File: src/ppm_pkg.sv
// package: power management and eeprom loader constants
package ppm_pkg;
  localparam logic [7:0] OFS_CAP = 8'h40;
  localparam logic [7:0] OFS_CSR = 8'h44;
  localparam logic [7:0] OFS_USER = 8'h48;
  localparam logic [7:0] OFS_VENDOR = 8'h00;
  localparam logic [7:0] OFS_CLASS = 8'h08;
  localparam logic [7:0] OFS_SUBSYS = 8'h2C;
  localparam logic [7:0] CAP_ID = 8'h01;
  localparam logic [7:0] CAP_NEXT = 8'h00;
  localparam logic [2:0] CAP_VERSION = 3'h2;
  localparam logic CAP_CLOCK = 1'b1;
  localparam logic [4:0] CAP_WAKE_SUPPORT = 5'h08;
  localparam int CSR_WAKE_STATUS_BIT = 15;
  localparam int CSR_WAKE_EN_BIT = 8;
  localparam logic [1:0] PS_D0 = 2'h0;
  localparam logic [1:0] PS_D3HOT = 2'h3;
  // default identity values, arbitrary
  localparam logic [15:0] DEF_VENDOR = 16'h1234;
  localparam logic [15:0] DEF_DEVICE = 16'h5678;
  localparam logic [7:0] DEF_REVISION = 8'h01;
  localparam logic [23:0] DEF_CLASS = 24'h070002;
  localparam logic [31:0] USER_RESET = 32'h00000000;
  localparam int EE_WORDS = 8;
  localparam int EE_ADDR_BITS = 6;
  localparam logic [1:0] EE_READ_OP = 2'h2;
  localparam int EE_CLK_DIV = 4;
  localparam int LOAD_LIMIT = 65536;
endpackage

File: src/ppm_eeprom_reader.sv
// serial eeprom word reader, three-wire read command
`timescale 1ns/1ps
`default_nettype none
module ppm_eeprom_reader #(
  parameter int ADDR_BITS = 6,
  parameter int CLK_DIV = 4
) (
  // clock and reset
  input wire logic clk_sys,
  input wire logic rst,
  // request
  input wire logic start,
  input wire logic [ADDR_BITS-1:0] wordAddr,
  output logic busy,
  output logic done,
  output logic [15:0] wordData,
  // eeprom pins
  output logic eeSelect,
  output logic eeClock,
  output logic eeDataIn,
  input wire logic eeDataOut
);
  // frame: start bit, 2 op bits, address, 16 data bits
  localparam int FRAME = 3 + ADDR_BITS + 16;
  localparam logic [5:0] FRAME_LAST = 6'(FRAME - 1);
  localparam logic [7:0] DIV_LAST = 8'(CLK_DIV - 1);
  logic [7:0] divQ;
  logic [5:0] bitQ;
  logic [FRAME-1:0] cmdQ;
  logic [15:0] shiftQ;
  logic phaseQ;
  wire tick = busy && (divQ == DIV_LAST);

  always_ff @(posedge clk_sys) begin
    if (rst) begin
      busy <= 1'b0;
      done <= 1'b0;
      divQ <= 8'h00;
      bitQ <= 6'h00;
      phaseQ <= 1'b0;
      cmdQ <= '0;
      shiftQ <= 16'h0000;
      wordData <= 16'h0000;
      eeSelect <= 1'b0;
      eeClock <= 1'b0;
      eeDataIn <= 1'b0;
    end else begin
      done <= 1'b0;
      if (!busy) begin
        if (start) begin
          busy <= 1'b1;
          eeSelect <= 1'b1;
          divQ <= 8'h00;
          bitQ <= 6'h00;
          phaseQ <= 1'b0;
          cmdQ <= {1'b1, ppm_pkg::EE_READ_OP, wordAddr, 16'h0000};
        end
      end else begin
        divQ <= tick ? 8'h00 : divQ + 8'h01;
        if (tick) begin
          phaseQ <= ~phaseQ;
          if (!phaseQ) begin
            eeDataIn <= cmdQ[FRAME-1];
            cmdQ <= {cmdQ[FRAME-2:0], 1'b0};
            eeClock <= 1'b0;
          end else begin
            eeClock <= 1'b1;
            // data bits sampled msb first on rising clock
            if (bitQ > 6'(2 + ADDR_BITS)) begin
              shiftQ <= {shiftQ[14:0], eeDataOut};
            end
            if (bitQ == FRAME_LAST) begin
              busy <= 1'b0;
              done <= 1'b1;
              eeSelect <= 1'b0;
              eeClock <= 1'b0;
              wordData <= {shiftQ[14:0], eeDataOut};
            end
            bitQ <= bitQ + 6'h01;
          end
        end
      end
    end
  end
endmodule
`default_nettype wire

File: src/ppm_power_mgmt.sv
// power management capability, user word and eeprom config load
// Overview of operation
// - capability words placed at offset 0x40
// - id 01, next 00, version 010
// - wake supported from D3hot only
// - clock needed for wake, bit 19
// - data and bridge bytes read zero
// - wake enable and power state writable
// - wake status sticky, write one clears
// - only D0, D3hot, D3cold; wake D3hot
// - D0 entry from reset starts uninitialized substate
// - active D0 answers all, interrupts allowed
// - D3hot: config only, no memory, interrupts
// - receive and flow control run in D3hot
// - wake on start bit or modem delta
// - D3hot to D0 keeps all registers
// - drivers disabled during D3hot to D0
// - reset restores all power-on defaults
// - user word at 0x48, eeprom only
// - eeprom read as 16-bit words
// - load only if select pin high
// - load ends within 65536 clocks
// - eight words map to config fields
// - first class word uses upper byte
`timescale 1ns/1ps
`default_nettype none
module ppm_power_mgmt #(
  parameter int LOAD_LIMIT = ppm_pkg::LOAD_LIMIT,
  parameter int CHANNELS = 4
) (
  // clock and reset
  input wire logic clk_sys,
  input wire logic rst,
  // configuration access
  input wire logic cfgWrite,
  input wire logic cfgRead,
  input wire logic [7:0] cfgAddr,
  input wire logic [31:0] cfgWdata,
  input wire logic [3:0] cfgByteEn,
  output logic [31:0] cfgRdata,
  output logic cfgRvalid,
  // software marks end of initialization
  input wire logic swInitDone,
  // channel wake sources
  input wire logic [CHANNELS-1:0] rxLine,
  input wire logic [CHANNELS*4-1:0] modemDelta,
  // gating outputs
  output logic wakeOut_n,
  output logic memAccessEn,
  output logic interruptEn,
  output logic pciDriveEn,
  output logic d0Active,
  output logic loadBusy,
  output logic loadTimeout,
  // identity fields
  output logic [15:0] vendorId,
  output logic [15:0] deviceId,
  output logic [23:0] classCode,
  output logic [15:0] subVendorId,
  output logic [15:0] subsystemId,
  // eeprom pins; select is two-way, sampled after reset
  input wire logic eeprom_select_pin_in,
  output logic eeprom_select_pin_out,
  output logic eeprom_select_pin_oe_n,
  output logic eeClock,
  output logic eeDataIn,
  input wire logic eeDataOut
);
  typedef enum logic [2:0] {
    LD_STRAP = 3'b000,
    LD_START = 3'b001,
    LD_WAIT = 3'b010,
    LD_DONE = 3'b011
  } ppm_load_t;
  typedef enum logic [1:0] {
    PW_D0_UNINIT = 2'b00,
    PW_D0_ACTIVE = 2'b01,
    PW_D3HOT = 2'b10,
    PW_WAKEUP = 2'b11
  } ppm_power_t;
  localparam logic [16:0] LIMIT_LAST = 17'(LOAD_LIMIT - 1);

  ppm_load_t loadQ;
  ppm_power_t powerQ;
  logic [16:0] loadCntQ;
  logic [2:0] wordIdxQ;
  logic wakeEnQ, wakeStatQ;
  logic [1:0] pStateQ;
  logic [31:0] userQ;
  logic [CHANNELS-1:0] rxPrevQ;
  logic [CHANNELS*4-1:0] deltaPrevQ;
  logic rdStart, rdBusy, rdDone, rdSel;
  logic [15:0] rdWord;

  function automatic logic hit(input logic [7:0] a, input logic [7:0] ofs);
    hit = (a[7:2] == ofs[7:2]);
  endfunction

  // event detect: falling receive line or rising delta flag
  wire [CHANNELS-1:0] startEdge = rxPrevQ & ~rxLine;
  wire [CHANNELS*4-1:0] deltaRise = modemDelta & ~deltaPrevQ;
  wire inD3 = (powerQ == PW_D3HOT);
  wire wakeEvent = inD3 && ((|startEdge) || (|deltaRise));
  wire csrWr = cfgWrite && hit(cfgAddr, ppm_pkg::OFS_CSR);
  wire stateWr = csrWr && cfgByteEn[0];
  wire enWr = csrWr && cfgByteEn[1];
  wire clrStat = enWr && cfgWdata[ppm_pkg::CSR_WAKE_STATUS_BIT];
  // unsupported encodings leave the state alone
  wire stateOk = (cfgWdata[1:0] == ppm_pkg::PS_D0) || (cfgWdata[1:0] == ppm_pkg::PS_D3HOT);
  wire toD3 = stateWr && stateOk && (cfgWdata[1:0] == ppm_pkg::PS_D3HOT);
  wire toD0 = stateWr && stateOk && (cfgWdata[1:0] == ppm_pkg::PS_D0);

  wire [31:0] capWord = {ppm_pkg::CAP_WAKE_SUPPORT, 7'h00, ppm_pkg::CAP_CLOCK,
                         ppm_pkg::CAP_VERSION, ppm_pkg::CAP_NEXT, ppm_pkg::CAP_ID};
  wire [31:0] csrWord = {16'h0000, wakeStatQ, 6'h00, wakeEnQ, 6'h00, pStateQ};
  wire [31:0] rdMux =
    hit(cfgAddr, ppm_pkg::OFS_CAP) ? capWord :
    hit(cfgAddr, ppm_pkg::OFS_CSR) ? csrWord :
    hit(cfgAddr, ppm_pkg::OFS_USER) ? userQ :
    hit(cfgAddr, ppm_pkg::OFS_VENDOR) ? {deviceId, vendorId} :
    hit(cfgAddr, ppm_pkg::OFS_CLASS) ? {classCode, ppm_pkg::DEF_REVISION} :
    hit(cfgAddr, ppm_pkg::OFS_SUBSYS) ? {subsystemId, subVendorId} : 32'h00000000;

  // strap caught by clocked logic after reset release
  assign rdStart = (loadQ == LD_START);
  wire timeUp = (loadCntQ == LIMIT_LAST);

  ppm_eeprom_reader #(
    .ADDR_BITS(ppm_pkg::EE_ADDR_BITS),
    .CLK_DIV(ppm_pkg::EE_CLK_DIV)
  ) u_reader (
    .clk_sys(clk_sys),
    .rst(rst),
    .start(rdStart),
    .wordAddr({3'h0, wordIdxQ}),
    .busy(rdBusy),
    .done(rdDone),
    .wordData(rdWord),
    .eeSelect(rdSel),
    .eeClock(eeClock),
    .eeDataIn(eeDataIn),
    .eeDataOut(eeDataOut)
  );

  // loader sequence
  always_ff @(posedge clk_sys) begin
    if (rst) begin
      loadQ <= LD_STRAP;
      loadCntQ <= 17'h00000;
      wordIdxQ <= 3'h0;
      loadTimeout <= 1'b0;
      loadBusy <= 1'b1;
    end else begin
      if (loadQ != LD_DONE) begin
        loadCntQ <= loadCntQ + 17'h00001;
      end
      case (loadQ)
        LD_STRAP: begin
          loadQ <= eeprom_select_pin_in ? LD_START : LD_DONE;
          loadBusy <= eeprom_select_pin_in;
        end
        LD_START: begin
          // limit can fall here too, between two words
          if (timeUp) begin
            loadQ <= LD_DONE;
            loadTimeout <= 1'b1;
            loadBusy <= 1'b0;
          end else begin
            loadQ <= LD_WAIT;
          end
        end
        LD_WAIT: begin
          if (timeUp) begin
            loadQ <= LD_DONE;
            loadTimeout <= 1'b1;
            loadBusy <= 1'b0;
          end else if (rdDone) begin
            wordIdxQ <= wordIdxQ + 3'h1;
            if (wordIdxQ == 3'(ppm_pkg::EE_WORDS - 1)) begin
              loadQ <= LD_DONE;
              loadBusy <= 1'b0;
            end else begin
              loadQ <= LD_START;
            end
          end
        end
        default: begin
          loadQ <= LD_DONE;
          loadBusy <= 1'b0;
        end
      endcase
    end
  end

  // identity field update from loaded words
  always_ff @(posedge clk_sys) begin
    if (rst) begin
      vendorId <= ppm_pkg::DEF_VENDOR;
      deviceId <= ppm_pkg::DEF_DEVICE;
      classCode <= ppm_pkg::DEF_CLASS;
      subVendorId <= 16'h0000;
      subsystemId <= 16'h0000;
      userQ <= ppm_pkg::USER_RESET;
    end else if (loadQ == LD_WAIT && rdDone && !timeUp) begin
      case (wordIdxQ)
        3'h0: vendorId <= rdWord;
        3'h1: deviceId <= rdWord;
        3'h2: classCode[7:0] <= rdWord[15:8];
        3'h3: classCode[23:8] <= rdWord;
        3'h4: subVendorId <= rdWord;
        3'h5: subsystemId <= rdWord;
        3'h6: userQ[15:0] <= rdWord;
        default: userQ[31:16] <= rdWord;
      endcase
    end
  end

  // power state and control/status
  always_ff @(posedge clk_sys) begin
    if (rst) begin
      powerQ <= PW_D0_UNINIT;
      pStateQ <= ppm_pkg::PS_D0;
      wakeEnQ <= 1'b0;
      wakeStatQ <= 1'b0;
      rxPrevQ <= '1;
      deltaPrevQ <= '0;
    end else begin
      rxPrevQ <= rxLine;
      deltaPrevQ <= modemDelta;
      if (enWr) begin
        wakeEnQ <= cfgWdata[ppm_pkg::CSR_WAKE_EN_BIT];
      end
      // set wins over the write-one clear
      wakeStatQ <= wakeEvent | (wakeStatQ & ~clrStat);
      if (toD3 || toD0) begin
        pStateQ <= cfgWdata[1:0];
      end
      case (powerQ)
        PW_D0_UNINIT: begin
          if (swInitDone) powerQ <= PW_D0_ACTIVE;
          if (toD3) powerQ <= PW_D3HOT;
        end
        PW_D0_ACTIVE: begin
          if (toD3) powerQ <= PW_D3HOT;
        end
        PW_D3HOT: begin
          if (toD0) powerQ <= PW_WAKEUP;
        end
        default: begin
          powerQ <= PW_D0_ACTIVE;
        end
      endcase
    end
  end

  // registered outputs
  always_ff @(posedge clk_sys) begin
    if (rst) begin
      cfgRdata <= 32'h00000000;
      cfgRvalid <= 1'b0;
      wakeOut_n <= 1'b1;
      memAccessEn <= 1'b0;
      interruptEn <= 1'b0;
      pciDriveEn <= 1'b1;
      d0Active <= 1'b0;
      eeprom_select_pin_out <= 1'b0;
      eeprom_select_pin_oe_n <= 1'b1;
    end else begin
      cfgRvalid <= cfgRead;
      cfgRdata <= cfgRead ? rdMux : 32'h00000000;
      wakeOut_n <= ~(inD3 && wakeEnQ && (wakeStatQ || wakeEvent));
      memAccessEn <= (powerQ == PW_D0_ACTIVE) && !toD3;
      interruptEn <= (powerQ == PW_D0_ACTIVE) && !toD3;
      pciDriveEn <= !((powerQ == PW_D3HOT && toD0) || powerQ == PW_WAKEUP);
      d0Active <= (powerQ == PW_D0_ACTIVE);
      eeprom_select_pin_out <= rdSel;
      eeprom_select_pin_oe_n <= !(rdBusy || rdStart);
    end
  end
endmodule
`default_nettype wire

File: config.mk
export PLATFORM = sky130hd
export DESIGN_NAME = ppm_power_mgmt
export DESIGN_NICKNAME = d
export VERILOG_FILES = /design/src/ppm_pkg.sv /design/src/ppm_eeprom_reader.sv /design/src/ppm_power_mgmt.sv
export SDC_FILE = /design/constraint.sdc
export NUM_CORES = 1
export LEC_CHECK = 0
export ABC_CLOCK_PERIOD_IN_PS = 2750
export BUFFER_PORTS_ARGS = -buffer_cell sky130_fd_sc_hd__buf_4
export CORE_AREA = 3 3 190 118
export CTS_BUF_LIST = sky130_fd_sc_hd__clkbuf_4
export CTS_CLUSTER_DIAMETER = 60
export CTS_CLUSTER_SIZE = 24
export DETAILED_ROUTE_END_ITERATION = 6
export DIE_AREA = 0 0 193 121
export PLACE_DENSITY = 0.79
export RECOVER_POWER = 25
export SKIP_CTS_REPAIR_TIMING = 1
export SLEW_MARGIN = 25
export SYNTH_ARGS = -nofsm -noshare
export SYNTH_HDL_FRONTEND = slang
export SYNTH_HIERARCHICAL = 1
export SYNTH_SLANG_ARGS = --single-unit
File: constraint.sdc
create_clock -name clk_sys -period 2.75 [get_ports clk_sys]
set_input_delay 0.1375 -clock clk_sys [delete_from_list [all_inputs] [get_ports clk_sys]]
set_output_delay 0.1375 -clock clk_sys [all_outputs]
set_load 0.02 [all_outputs]
==> summary.txt <==
Run status
  • Status: complete, no violations

STA
  • Period utilisation layout: 94.3%
  • Worst Tran Pin Value: 0.893 ns
  • Final hold violations: 0
  • Post-layout minimum cycle time: 2.59 ns
  • RSZ-0062 raised after global routing: yes
  • FMAX: 0.386 GHz
  • Clock Skews: 0.0476 ns
  • Slew HR: 40.5%
  • Hold_ws: 0.00885 ns
  • Final-report max-slew violation count: 0
  • # setup viols final: 0

Final layout
  • Layout Cells excl Fill: 1675
  • Syn-to-layout area delta: 17.1%
  • Ant. Diodes: 0
  • Commonest non-fill, non-tap cell in the layout: dfxtp_1
  • Fraction of layout cells with a size suffix above 1: 13.2%
  • Nets: 1488
  • Most frequent cells in the layout: dfxtp_1, nand2_1, a21oi_1, buf_4, nor2_1

Synth
  • Mapped Cells: 1225
  • Yosys top cell by area: dfxtp_1
  • Synthesis Warnings: 6
  • #FFs+latches synth: 269
  • Share of the synthesized area in the top cell type: 50.1%
  • Synth Flop Type: dfxtp_1
  • Syn_area_per_cell: 8.78 µm²
  • Count of cell types in the netlist: 72
  • Async SR Flop Fraction: 0%
  • Cell area after synthesis: 10800 µm²
  • EDFF count, synth: 0
  • Main area contributors after synthesis: dfxtp_1, nand2_1, a21oi_1
  • Sequential-to-total area share from yosys stat: 50.1%

Place
  • GP Congestion: 0.871
  • Dpl cells: 1622
  • Detailed placement HPWL: 20.3 mm
  • # port buffers: 170

Flow run
  • Max-Cap Viols: 0

Floorplan
  • I/O Pins: 203
  • Row count: 41
  • Initial Util: 51.6%
  • Chip width: 193 µm
  • Die area: 23400 µm²
  • Height of the die: 121 µm
  • Core footprint: 20800 µm²

Power and ir drop
  • Maximum VDD drop: 0.366 mV
  • Power Dens Cells: 529 nW/µm²
  • LEAKAGE: 4.79 nW

Clock tree
  • H-tree depth: 1
  • Clock Root Buffer: clkbuf_4
  • Clock sink total: 269
  • Num CTS Buffers: 15
  • Clock Latency Late Sink: 0.67 ns
  • CTS clk-pin slew, worst paths: 0.23 ns
  • CTS max path bufs: 3
  • CTS tree: done

Setup path
  • Critical Path Sink Type: flip-flop
  • Crit path DAT: 3.19 ns
  • Slowest CP cell: or4_1
  • Cell Chain, Critical Path: ha_1, inv_1, or4_1, nor2_1, ha_2, and3b_2, and2_1, nand2_1, buf_12, nand2_1, a21oi_1
  • Crit Path Max Fanout: 16
  • Top cell by count, worst path: nand2_1
  • Startpoint Class: flip-flop
  • Crit Path Class: flip-flop to flip-flop
  • Peak per-stage delay on the critical path: 0.56 ns
  • Critical Path RT: 3.35 ns

Global route
  • First-pass GRT wire length: 44.8 mm
  • Vias in the first global route: 8340
  • Global Route Usage Sum: 23.7%
  • Largest net degree at the start of global routing: 81
  • Initial antenna violation count: 0
  • Grt ovf: 0

Route
  • Routed Antenna Nets: 0
  • Remaining DRCs: 0
  • Final WL: 30.0 mm
  • Vias: 9481
  • DR WL/cell: 17.9 µm
  • Post-DR vias/cell: 5.66
  • DRT Pass-1 Iters: 5
  • Initial DRC Count: 1044

Worst hold path
  • HP Class: input pin to flip-flop
[where the power goes]
| group | internal (W) | switching, W |
|---|---|---|
| Clock | 0.000459 | 0.00117 |
| Combinational | 0.000349 | 0.000506 |
| Sequential | 0.00405 | 0.000135 |
[per-stage QoR]
stage | total power [W] | setup TNS (ns) | util [%] | cell area, µm² | setup slack, ns
after floorplan | 0.00481 | 0 | - | 10800 | 0.0432
after global placement | 0.00504 | 0 | 59.0 | 12300 | 0.122
after detailed placement | 0.00508 | 0 | 59.0 | 12300 | 0.0325
after CTS | 0.00666 | -0.0359 | 59.9 | 12500 | -0.0248
after global routing | 0.00694 | -0.0162 | 60.5 | 12600 | -0.00559
final | 0.00667 | 0 | 60.5 | 12600 | 0.158
[final cells by class]
| cell class | count | area, µm² |
|---|---|---|
| fillers | 1827 | 8240 |
| flip-flops and latches | 269 | 5390 |
| multi-input cells | 842 | 4870 |
| repair buffers | 232 | 1670 |
| well taps | 279 | 349 |
| inverters | 35 | 131 |
| clock buffers | 15 | 113 |
| clock inverters | 3 | 76.3 |
[Yosys cell counts, types with 10 or more instances]
cell type,count
mux2i_1,42
buf_2,13
nand2_1,246
o21ai_1,21
and3_1,12
clkbuf_1,55
a221oi_1,20
nand2b_1,30
a21oi_1,129
a211oi_1,12
nand3_1,44
nor2b_1,15
dfxtp_1,269
ha_1,22
inv_1,35
nor3_1,10
o21ai_0,13
a22o_1,16
nor2_1,85
[cells by family (layout without fill, tap and decap cells)]
group	after synthesis	after routing	synth area share (%)
compound gates	260	260	15.4
flops	269	269	50.1
buf+inv	117	285	4.90
mux	42	42	3.91
xor+xnor	15	15	1.22
other cells	1	3	0.0349
fa+ha+maj	22	22	2.56
simple gates	499	500	21.9
[layer usage]
metal,global-route usage [%],wire [µm],vias up
met4,5.60,649,0
li1,-,-,4533
met2,34.2,12400,462
met1,35.5,13700,4437
met3,5.98,3280,49
met5,0,0,-
[worst paths after layout]
kind / startpoint / endpoint / slack, ns / depth (start not counted)
worst min-delay path: cfgByteEn[0] / powerQ[1] / 0.009 / 4
worst min register to register: userQ[9] / userQ[9] / 0.47 / 2
worst max-delay path: loadCntQ[1] / deviceId[0] / 0.16 / 11
worst max register to register: loadCntQ[1] / deviceId[0] / 0.16 / 11
[worst max-delay path: cells and delay by family, from the launching register on]
kind	cells	cell delay [ns]
DFF	1	0.41
AOI/OAI and AO/OA	1	0.13
adders and majority gates	2	0.39
buffers and inverters	2	0.21
and+or+nand+nor	6	1.39
[sequential cells by signal (all words and copies together) (netlist names), 16 cells and up]
register / flops
userQ: 32
deltaPrevQ: 16
classCode: 24
loadCntQ: 17
subsystemId: 16
subVendorId: 16
vendorId: 16
cfgRdata: 32
deviceId: 16
u_reader/wordData: 16
No activity file was read; power rests on OpenSTA's default activity.
